==> src/core/dac_pkg.sv <==
// ==========================================================================
// Shared constants for the dual converter capture link.
package dac_pkg;

    // Clock rate of both ends, in kHz.
    localparam int unsigned MCLK_KHZ = 20000;
    // Least strobe period for about 1.5 MHz, in ns.
    localparam int unsigned MIN_CONV_PERIOD_NS = 667;
    // Strobe period in clock cycles, rounded up.
    localparam int unsigned MIN_CONV_CYCLES =
        (MIN_CONV_PERIOD_NS * MCLK_KHZ + 999999) / 1000000;

    // Frame layout in serial clock cycles.
    localparam int unsigned SAMPLE_BITS  = 14;
    localparam int unsigned FRAME_CYCLES = 34;
    localparam int unsigned GAP_CYCLES   = 2;
    // First serial cycle of word A and of word B.
    localparam int unsigned WORD_A_START = GAP_CYCLES;
    localparam int unsigned WORD_B_START = WORD_A_START + SAMPLE_BITS + 2 * GAP_CYCLES;

    // Serial clock half period in system clocks, for the controller divider.
    localparam int unsigned SCK_HALF_CYCLES = 4;

    // Reset values.
    localparam logic [13:0] SAMPLE_RST = 14'h0000;
    localparam logic [5:0]  CNT_RST    = 6'h00;

endpackage

==> src/core/dac_link_if.sv <==
`timescale 1ns/1ns
// ==========================================================================
// Link between the capture controller and the converter.
interface dac_link_if;
    logic sck;                      // Serial clock from the controller.
    logic conversion_strobe;        // Sampling trigger from the controller.
    logic miso_o;                   // Converter data output value.
    logic miso_oe;                  // High while the converter drives data.
    logic serial_flash_sel_n;       // Bus sharer disables, driven high.
    logic preamp_select_n;
    logic dac_sel_n;
    logic parallel_flash_enable_n;
    logic config_init_n;

    modport ctrl (
        output sck,
        output conversion_strobe,
        input  miso_o,
        input  miso_oe,
        output serial_flash_sel_n,
        output preamp_select_n,
        output dac_sel_n,
        output parallel_flash_enable_n,
        output config_init_n
    );

    modport adc (
        input  sck,
        input  conversion_strobe,
        output miso_o,
        output miso_oe
    );
endinterface

==> src/core/dac_ctrl_end.sv <==
`timescale 1ns/1ns
// How it works
// - Strobe rise samples both channels together.
// - Results appear in the next frame.
// - Strobes no faster than about 1.5 MHz.
// - Two 14-bit two's complement words per frame.
// - Exactly 34 serial clocks per strobe.
// - Two released cycles around each word; here four lie between the words and none after word B.
// - Keep clocking until the line is released.
// - Short frames leave the shared line driven.
// - Strobe is a trigger, not a select.
// - Drive all other bus selects high.
// - Parallel flash disabled during reads.
// - Hold the configuration init line high.
// ==========================================================================
// Capture controller: issues strobes, makes the serial clock by division,
// gathers two words per frame and hands them through a two-entry buffer.
module dac_ctrl_end #(
    parameter int unsigned MIN_CYCLES = dac_pkg::MIN_CONV_CYCLES
) (
    input  wire logic        mclk_i,
    input  wire logic        rst_i,
    dac_link_if.ctrl         link,
    input  wire logic        start_i,
    input  wire logic        miso_i,
    input  wire logic        ready_i,
    output logic             ready_o,
    output logic             valid_o,
    output logic [13:0]      chan_a_o,
    output logic [13:0]      chan_b_o
);

    typedef enum logic [1:0] {ST_IDLE, ST_STROBE, ST_FRAME, ST_DONE} dac_state_e;

    // ======================================================================
    // Data pin synchroniser.
    logic [1:0] miso_sync_q;
    always_ff @(posedge mclk_i) begin
        miso_sync_q <= {miso_sync_q[0], miso_i};
    end

    // ======================================================================
    // Frame state machine.
    dac_state_e  state_q, state_d;
    logic [7:0]  gap_q, gap_d;
    logic [3:0]  div_q, div_d;
    logic        sck_q, sck_d;
    logic        conv_q, conv_d;
    logic [5:0]  cnt_q, cnt_d;
    logic [13:0] sh_a_q, sh_a_d;
    logic [13:0] sh_b_q, sh_b_d;
    logic        push;
    logic        buf_ready;

    // The strobe is a short pulse, then 34 full serial clocks follow; the
    // clock never stops mid frame so the converter releases the line.
    always_comb begin
        state_d = state_q;
        gap_d   = (gap_q != 8'h00) ? gap_q - 8'h01 : gap_q;
        div_d   = div_q;
        sck_d   = sck_q;
        conv_d  = 1'b0;
        cnt_d   = cnt_q;
        sh_a_d  = sh_a_q;
        sh_b_d  = sh_b_q;
        push    = 1'b0;
        case (state_q)
            ST_IDLE: begin
                if (start_i && gap_q == 8'h00 && buf_ready) begin
                    state_d = ST_STROBE;
                    conv_d  = 1'b1;
                    gap_d   = 8'(MIN_CYCLES);
                    div_d   = 4'h0;
                end
            end
            ST_STROBE: begin
                // Pulse ends before clocking starts.
                state_d = ST_FRAME;
                cnt_d   = dac_pkg::CNT_RST;
                sck_d   = 1'b1;
            end
            ST_FRAME: begin
                if (div_q == 4'(dac_pkg::SCK_HALF_CYCLES - 1)) begin
                    div_d = 4'h0;
                    sck_d = ~sck_q;
                    if (sck_q) begin
                        // Falling edge: the bit put out after the last fall has
                        // crossed both synchronisers by now, so take it here.
                        if (cnt_q >= 6'(dac_pkg::WORD_A_START) &&
                            cnt_q < 6'(dac_pkg::WORD_A_START + dac_pkg::SAMPLE_BITS)) begin
                            sh_a_d = {sh_a_q[12:0], miso_sync_q[1]};
                        end
                        if (cnt_q >= 6'(dac_pkg::WORD_B_START) &&
                            cnt_q < 6'(dac_pkg::WORD_B_START + dac_pkg::SAMPLE_BITS)) begin
                            sh_b_d = {sh_b_q[12:0], miso_sync_q[1]};
                        end
                        cnt_d = cnt_q + 6'h01;
                    end else if (cnt_q == 6'(dac_pkg::FRAME_CYCLES)) begin
                        // The closing rise leaves the clock idle high and comes
                        // after the converter has let go of the line.
                        state_d = ST_DONE;
                    end
                end else begin
                    div_d = div_q + 4'h1;
                end
            end
            ST_DONE: begin
                push    = 1'b1;
                state_d = ST_IDLE;
            end
            default: state_d = ST_IDLE;
        endcase
    end

    // Registers for the frame state.
    always_ff @(posedge mclk_i) begin
        if (rst_i) begin
            state_q <= ST_IDLE;
            gap_q   <= 8'h00;
            div_q   <= 4'h0;
            sck_q   <= 1'b1;
            conv_q  <= 1'b0;
            cnt_q   <= dac_pkg::CNT_RST;
            sh_a_q  <= dac_pkg::SAMPLE_RST;
            sh_b_q  <= dac_pkg::SAMPLE_RST;
        end else begin
            state_q <= state_d;
            gap_q   <= gap_d;
            div_q   <= div_d;
            sck_q   <= sck_d;
            conv_q  <= conv_d;
            cnt_q   <= cnt_d;
            sh_a_q  <= sh_a_d;
            sh_b_q  <= sh_b_d;
        end
    end

    // ======================================================================
    // Two-entry result buffer; a stalled receiver holds off new frames.
    logic [27:0] mem_q [2];
    logic [27:0] mem_d [2];
    logic        wp_q, wp_d;
    logic        rp_q, rp_d;
    logic [1:0]  fill_q, fill_d;
    logic        pop;

    assign buf_ready = (fill_q != 2'h2);
    assign pop       = ready_i && (fill_q != 2'h0);

    // Pointers and count advance on push and pop.
    always_comb begin
        mem_d[0] = mem_q[0];
        mem_d[1] = mem_q[1];
        wp_d     = wp_q;
        rp_d     = rp_q;
        fill_d   = fill_q;
        if (push) begin
            mem_d[wp_q] = {sh_a_q, sh_b_q};
            wp_d        = ~wp_q;
        end
        if (pop) begin
            rp_d = ~rp_q;
        end
        fill_d = fill_q + {1'b0, push} - {1'b0, pop};
    end

    // Registers for the buffer.
    always_ff @(posedge mclk_i) begin
        if (rst_i) begin
            mem_q[0] <= 28'h0000000;
            mem_q[1] <= 28'h0000000;
            wp_q     <= 1'b0;
            rp_q     <= 1'b0;
            fill_q   <= 2'h0;
        end else begin
            mem_q[0] <= mem_d[0];
            mem_q[1] <= mem_d[1];
            wp_q     <= wp_d;
            rp_q     <= rp_d;
            fill_q   <= fill_d;
        end
    end

    // Output registers follow the buffer head.
    always_ff @(posedge mclk_i) begin
        if (rst_i) begin
            valid_o  <= 1'b0;
            chan_a_o <= dac_pkg::SAMPLE_RST;
            chan_b_o <= dac_pkg::SAMPLE_RST;
            ready_o  <= 1'b0;
        end else begin
            valid_o  <= (fill_d != 2'h0);
            chan_a_o <= mem_d[rp_d][27:14];
            chan_b_o <= mem_d[rp_d][13:0];
            ready_o  <= (state_d == ST_IDLE) && (fill_d != 2'h2) && (gap_d == 8'h00);
        end
    end

    // Link pins; every other bus sharer is held disabled.
    assign link.sck                     = sck_q;
    assign link.conversion_strobe       = conv_q;
    assign link.serial_flash_sel_n      = 1'b1;
    assign link.preamp_select_n         = 1'b1;
    assign link.dac_sel_n               = 1'b1;
    assign link.parallel_flash_enable_n = 1'b1;
    assign link.config_init_n           = 1'b1;

endmodule

==> src/flat_wrapper.sv <==
// flat-port wrapper written by rule: the top's interface ports become plain ports
module dac_ctrl_end_flat 
#(
    parameter int unsigned MIN_CYCLES = dac_pkg::MIN_CONV_CYCLES
)
  (mclk_i, rst_i, start_i, miso_i, ready_i, ready_o, valid_o, chan_a_o, chan_b_o, link_sck, link_conversion_strobe, link_miso_o, link_miso_oe, link_serial_flash_sel_n, link_preamp_select_n, link_dac_sel_n, link_parallel_flash_enable_n, link_config_init_n);
  dac_link_if link_i ();
  input  wire logic mclk_i;
  input  wire logic rst_i;
  input  wire logic start_i;
  input  wire logic miso_i;
  input  wire logic ready_i;
  output logic ready_o;
  output logic valid_o;
  output logic [13:0] chan_a_o;
  output logic [13:0] chan_b_o;
  output wire logic [$bits(link_i.sck)-1:0] link_sck;
  output wire logic [$bits(link_i.conversion_strobe)-1:0] link_conversion_strobe;
  input wire logic [$bits(link_i.miso_o)-1:0] link_miso_o;
  input wire logic [$bits(link_i.miso_oe)-1:0] link_miso_oe;
  output wire logic [$bits(link_i.serial_flash_sel_n)-1:0] link_serial_flash_sel_n;
  output wire logic [$bits(link_i.preamp_select_n)-1:0] link_preamp_select_n;
  output wire logic [$bits(link_i.dac_sel_n)-1:0] link_dac_sel_n;
  output wire logic [$bits(link_i.parallel_flash_enable_n)-1:0] link_parallel_flash_enable_n;
  output wire logic [$bits(link_i.config_init_n)-1:0] link_config_init_n;
  assign link_sck = link_i.sck;
  assign link_conversion_strobe = link_i.conversion_strobe;
  assign link_i.miso_o = link_miso_o;
  assign link_i.miso_oe = link_miso_oe;
  assign link_serial_flash_sel_n = link_i.serial_flash_sel_n;
  assign link_preamp_select_n = link_i.preamp_select_n;
  assign link_dac_sel_n = link_i.dac_sel_n;
  assign link_parallel_flash_enable_n = link_i.parallel_flash_enable_n;
  assign link_config_init_n = link_i.config_init_n;
  dac_ctrl_end #(.MIN_CYCLES(MIN_CYCLES)) u_core (.mclk_i(mclk_i), .rst_i(rst_i), .link(link_i), .start_i(start_i), .miso_i(miso_i), .ready_i(ready_i), .ready_o(ready_o), .valid_o(valid_o), .chan_a_o(chan_a_o), .chan_b_o(chan_b_o));
endmodule
==> config.mk <==
export PLATFORM = sky130hd
export DESIGN_NAME = dac_ctrl_end_flat
export DESIGN_NICKNAME = d
export VERILOG_FILES = /design/src/core/dac_pkg.sv /design/src/core/dac_link_if.sv /design/src/core/dac_ctrl_end.sv /design/src/flat_wrapper.sv
export SDC_FILE = /design/constraint.sdc
export NUM_CORES = 1
export LEC_CHECK = 0
export BUFFER_PORTS_ARGS = -buffer_cell sky130_fd_sc_hd__buf_2
export CELL_PAD_IN_SITES_DETAIL_PLACEMENT = 0
export CELL_PAD_IN_SITES_GLOBAL_PLACEMENT = 1
export CORE_MARGIN = 2
export CORE_UTILIZATION = 41
export CTS_CLUSTER_SIZE = 24
export DETAILED_ROUTE_END_ITERATION = 12
export GPL_TIMING_DRIVEN = 0
export PLACE_DENSITY_LB_ADDON = 0.1
export SYNTH_ARGS = -nofsm -noshare
export SYNTH_HDL_FRONTEND = slang
export SYNTH_SLANG_ARGS = --single-unit
==> constraint.sdc <==
create_clock -name mclk_i -period 2.2 [get_ports mclk_i]
set_input_delay 0.22 -clock mclk_i [delete_from_list [all_inputs] [get_ports mclk_i]]
set_output_delay 0.22 -clock mclk_i [all_outputs]
set_load 0.03 [all_outputs]
# After elaboration in Yosys (flattened, before gate mapping)
# Memories as Yosys holds them, arrays and structs flattened.
# Index checks and enable logic that the tools add are counted.
# totals
ff_bits	86
ram_bits	56
in_bits	7
out_inout_bits	37
word_cells	101
mem_count	1
# memory_table
name	depth	width	rd	rd_clocked_by_memory_dff	write_ports	line	text
u_core.mem_q	2	28	2	0	2	dac_ctrl_end.sv:140	logic [27:0] mem_q [2];
# op_classes
add_sub_neg	5
n_lt_le_gt_ge	7
eq_ne	10
muxes	31
bitwise_logic	8
reduce_logical	23
# op_table
op	count
2-to-1 mux 28 bit	6
bitwise mux 56 bit	1
2-to-1 mux 56 bit	1
demux 28 bit (select 1 bit)	1
2-to-1 mux 8 bit	3
logical NOT 8 bit	2
2-to-1 mux 6 bit	2
one-hot mux 6 bit (2 select lines)	1
logical AND 1 bit	8
2-to-1 mux 2 bit	4
2-to-1 mux 4 bit	2
one-hot mux 2 bit (4 select lines)	1
one-hot mux 4 bit (2 select lines)	1
AND reduction 4 bit	2
nonzero test 2 bit	4
nonzero test 8 bit	1
subtractor 8 x 1 -> 8 bit (second input constant)	1
2-to-1 mux 1 bit	7
adder 6 x 1 -> 6 bit (second input constant)	1
equality test 6 bit (second input constant)	1
>= comparator 6 x 2 -> 1 bit (second input constant)	1
>= comparator 6 x 5 -> 1 bit (second input constant)	1
< comparator 6 x 5 -> 1 bit (second input constant)	1
< comparator 6 bit (second input constant)	1
other kinds (18)	30

# Depth between registers and ports, before layout
# logic_depth
depth_word	10
ltp_mapped	10
depth_no_buf	10

# Least setup slack after synthesis
# OpenSTA, ideal clock, no wires.
# synth_timing
kind	reg2reg
start	register u_core.fill_q[1]
end	register u_core.ready_o
setup_time_ns	0.088
t_arrival_ns	2.253
required_ns	2.112
slack_ns	-0.141
stages_incl_launch_ff	11
n_path_buf	0
period_less_slack_ns	2.341
cell_sequence	dfxtp_1 -> o21ai_0 -> inv_1 -> ha_1 -> inv_1 -> ha_1 -> xor2_1 -> xnor2_1 -> nor2_1 -> or4b_2 -> nor4_2
# synth_via
elab_chain_len	7
elab_cells_between_ends	15
cone_classes	add/sub: 2; eq/ne: 2; mux: 4; reduce/logical: 7
# synth_rtl
item	line	text
start: declaration	dac_ctrl_end.sv:144	logic [1:0] fill_q, fill_d;
start signal: assignment	dac_ctrl_end.sv:180	fill_q <= fill_d;
branches (longest 6 deep; another with adder 2 x 1 -> 2 bit)	--	
logical AND 1 bit *	dac_ctrl_end.sv:195	ready_o <= (state_d == ST_IDLE) && (fill_d != 2'h2) && (gap_d == 8'h00);
end signal: assignment	dac_ctrl_end.sv:195	
end: declaration	dac_ctrl_end.sv:27	output logic ready_o,
# Every way passes the cells marked *.
# A chain may end at the register's enable or synchronous reset.

# Worst setup path in the final report
# layout_timing
start	register u_core.state_q[0]
end	register u_core.ready_o
# layout_via
elab_chain_len	7
elab_cells_between_ends	18
cone_classes	add/sub: 2; eq/ne: 4; mux: 7; reduce/logical: 5
# layout_rtl
item	line	text
start: declaration	dac_ctrl_end.sv:44	dac_state_e state_q, state_d;
start signal: assignment	dac_ctrl_end.sv:127	state_q <= state_d;
equality test 2 bit / 2-to-1 mux 2 bit (equally long branches)	dac_ctrl_end.sv:67, dac_ctrl_end.sv:98	
2-to-1 mux 1 bit / 2-to-1 mux 2 bit (equally long branches)	dac_ctrl_end.sv:67, dac_ctrl_end.sv:86	
adder 2 x 1 -> 2 bit / 2-to-1 mux 2 bit (equally long branches)	dac_ctrl_end.sv:164, dac_ctrl_end.sv:83	
subtractor 2 x 1 -> 2 bit / one-hot mux 2 bit (4 select lines) (equally long branches)	dac_ctrl_end.sv:164, dac_ctrl_end.sv:67	
inequality test 2 bit / logical NOT 2 bit (equally long branches)	dac_ctrl_end.sv:195	
logical AND 1 bit	dac_ctrl_end.sv:195	
logical AND 1 bit *	dac_ctrl_end.sv:195	
# Every way passes the cells marked *; elsewhere a longest branch is shown, timed or not.

==> impl_metrics.yaml <==
worst_setup_path:
  worstSetupPathType: "reg -> reg"
  worst_setup_path_start_kind: "flip-flop"
  arrival_ns: 2.55
  max_stage_delay_ns: 0.50
  crit_family: "simple AND/OR/NAND/NOR gates"
  worstPathCellList: "ha_4 > inv_1 > ha_1 > inv_1 > ha_1 > xor2_1 > xnor2_1 > nor2_1 > or4b_4 > nor4_4"
  critPathSlowestCell: "or4b_4"
  end_kind: "flip-flop"
  critPathMaxFanout: 4
  crit_required_ns: 2.52
  cp.buffers_inverters: 2
sta:
  hold_viol: 0
  slew_viol_final: 0
  setup-tns-final_ns: -0.0252
  setup_slack_ns: -0.0252
  fmax_ghz: 0.449
  rsz0062_at_grt: "yes"
  final.min_clock_period_ns: 2.23
  slew_headroom_pct: 60.6
  fin_skew_ns: 0.00515
  worst_pin_slew_ns: 0.591
  whs_ns: 0.232
  setup_violations: 1
  period_share_pct: 101
die:
  dieArea_um2: 13900
  design.core.area_um2: 12600
  num_rows: 41
  die_h_um: 118
  initial_utilization_pct: 42.2
  boundaryPins: 44
  die_w_um: 118
logic_synthesis:
  syn_avg_cell_area_um2: 9.22
  synth_area_leaders: "dfxtp_1 53%, mux2i_1 11%, nor2_1 8.0%"
  synthSimpleGateAreaFrac_pct: 18.4
  synth-compound-area-share_pct: 9.01
  yosysWarningCount: 0
  ys_seq_area_share_pct: 53.4
  synthMuxAreaShare_pct: 10.9
  synth.top_cell.area_share_pct: 53.4
  synth_edf_count: 0
  ys_seq_elements: 142
  netlist_instances: 577
  synthArstFlopShare_pct: 0
  synth_common_cells: "142 x dfxtp_1, 114 x nor2_1, 66 x nand2_1, 65 x a21oi_1, 58 x mux2i_1"
  yosysMostFrequentCell: "dfxtp_1"
  ys_types: 47
  synth_ff_type: "dfxtp_1"
  synth_adder_area_share_pct: 2.59
  synth_xor_area_share_pct: 1.81
  synth_top_family_by_area: "simple AND/OR/NAND/NOR gates"
  synth_area_leader_cell: "dfxtp_1"
  syn_area_um2: 5320
global_route:
  grt.total_usage_pct: 17.4
  first_global_vias: 3892
  overflow: 0
  grt_max_degree: 17
  grt_pass1_wl_um: 19200
  antenna_found_initial: 0
detailed_routing:
  drc: 0
  avgViaCountPerCell: 4.83
  drtIter0Drc: 190
  antenna_left: 0
  avgRoutedWirePerCell_um: 14.0
  routed_wl_um: 11500
  vias: 3984
  first_pass_iters: 5
clocking:
  clockBufferDepth: 2
  root_buffer: "clkbuf_16"
  cts_tree: "built"
  clk_transition_reported_paths_ns: 0.05
  clk_latency_ns: 0.41
  cts.sinks: 142
  h-tree-depth: 4
  cts_made_buffers: 17
outcome:
  failed_checks: "negative setup slack"
  outcome: "complete, but fails checks"
power_and_ir_drop:
  irDropWorstVdd_v: 0.000538
  power.switching_mw: 2.87
  power.total_mw: 8.39
  pwr-share-clk_pct: 33.3
  p_sw_share_pct: 34.2
  powerDensity_nw_per_um2: 1300
  p_comb_share_pct: 29.7
  p_int_mw: 5.52
  p_leak_nw: 2.93
  seq_power_share_pct: 37.0
placed_design:
  io_buffers: 35
  hpwlAfterDp_um: 7790
  gp_congestion: 0.783
finish:
  finalNetCount: 660
  diodes: 0
  area_growth_pct: 21.0
  fillCellCount: 1258
  multi_input_area_um2: 2340
  drive_gt1_share_pct: 16.4
  seq_area_um2: 2850
worst_hold_path:
  hp-class: "in -> reg"
run:
  cap_violations: 0
-- final timing paths --
check / from / endpoint / slack [ns] / cells past startpoint
worst max-delay path: u_core.state_q[0] / u_core.ready_o / -0.03 / 10
worst min-delay path: start_i / u_core.link.conversion_strobe / 0.23 / 3
worst max register to register: u_core.state_q[0] / u_core.ready_o / -0.03 / 10
worst min register to register: u_core.miso_sync_q[0] / u_core.miso_sync_q[1] / 0.35 / 0
-- logic make-up (layout without fill, tap and decap cells) --
family,after synthesis,count (layout)
buffers and inverters,46,118
multiplexers,58,58
AND/OR/NAND/NOR,224,224
other,1,5
AO/OA/AOI/OAI,84,84
adder cells (fa/ha/maj),11,11
XOR/XNOR,11,11
flip-flops,142,142
-- power groups by stage --
stage / logic [mW] / registers (mW) / clock network [mW]
after floorplan: 1.21 / 3.63 / 0
after global placement: 2.34 / 3.14 / 0
after detailed placement: 2.35 / 3.15 / 0
after CTS: 2.47 / 3.10 / 2.85
after global routing: 2.74 / 3.15 / 2.96
final: 2.49 / 3.10 / 2.79
-- metal layers --
metal	vias to the layer above	track usage [%]	share of wire [%]
li1	2038	-	-
met1	1875	22.8	49
met2	58	27.6	47
met3	13	4.22	3.0
met4	0	7.00	1.4
met5	-	0	0
-- flip-flops by register name, summed over array words and instances, names as in the netlist --
register	count
u_core.mem_q	56
u_core.chan_a_o	14
u_core.chan_b_o	14
u_core.sh_a_q	14
u_core.sh_b_q	14
u_core.gap_q	8
u_core.cnt_q	6
u_core.div_q	4
u_core.fill_q	2
u_core.miso_sync_q	2
u_core.state_q	2
u_core.link.conversion_strobe	1
u_core.link.sck	1
u_core.ready_o	1
u_core.rp_q	1
u_core.valid_o	1
u_core.wp_q	1
-- worst reg2reg max path: stages (launching register included) --
cell and delay [ns]:
dfxtp_2 0.36, ha_4 0.14, inv_1 0.05, ha_1 0.26, inv_1 0.04, ha_1 0.18
xor2_1 0.17, xnor2_1 0.17, nor2_1 0.06, or4b_4 0.50, nor4_4 0.21
-- stage by stage --
step / utilization [%] / cells / setup slack [ns] / cell area [um2]
2_1_floorplan: - / 581 / 0.0146 / 5350
3_3_place_gp: 45.5 / 788 / -0.179 / 5740
3_5_place_dp: 45.5 / 788 / -0.175 / 5740
4_1_cts: 50.8 / 824 / -0.0467 / 6410
5_1_grt: 51.0 / 825 / -0.147 / 6440
6_report: 51.0 / 825 / -0.0252 / 6440
-- area by class of cell --
class	instances	area share [%]
plain buffers	34	2.62
repair buffers	43	3.69
well taps	172	3.34
clock buffers	21	7.31
flip-flops and latches	142	44.3
inverters	11	0.641
clock inverters	9	1.73
multi-input cells	393	36.4
-- placed cells by master, fill, tap and decap left out, types with 4 or more instances in the layout --
master / instances
a21oi_1: 65
buf_2: 38
buf_4: 13
clkbuf_1: 18
clkbuf_16: 17
clkbuf_2: 6
conb_1: 5
dfxtp_1: 139
ha_1: 9
inv_1: 11
mux2i_1: 58
nand2_1: 66
nand3_1: 7
nor2_1: 114
nor2b_1: 6
nor3_1: 10
o21ai_2: 4
xnor2_1: 8
-- what timing repair did --
action,in CTS,in global routing
resized for setup,9,13
buffers inserted,6,1
pin swaps,5,0
endpoints found under the hold margin,1,0
endpoints found under the setup margin,25,44
hold buffers,1,0
Power figures use the tool's default switching activity.
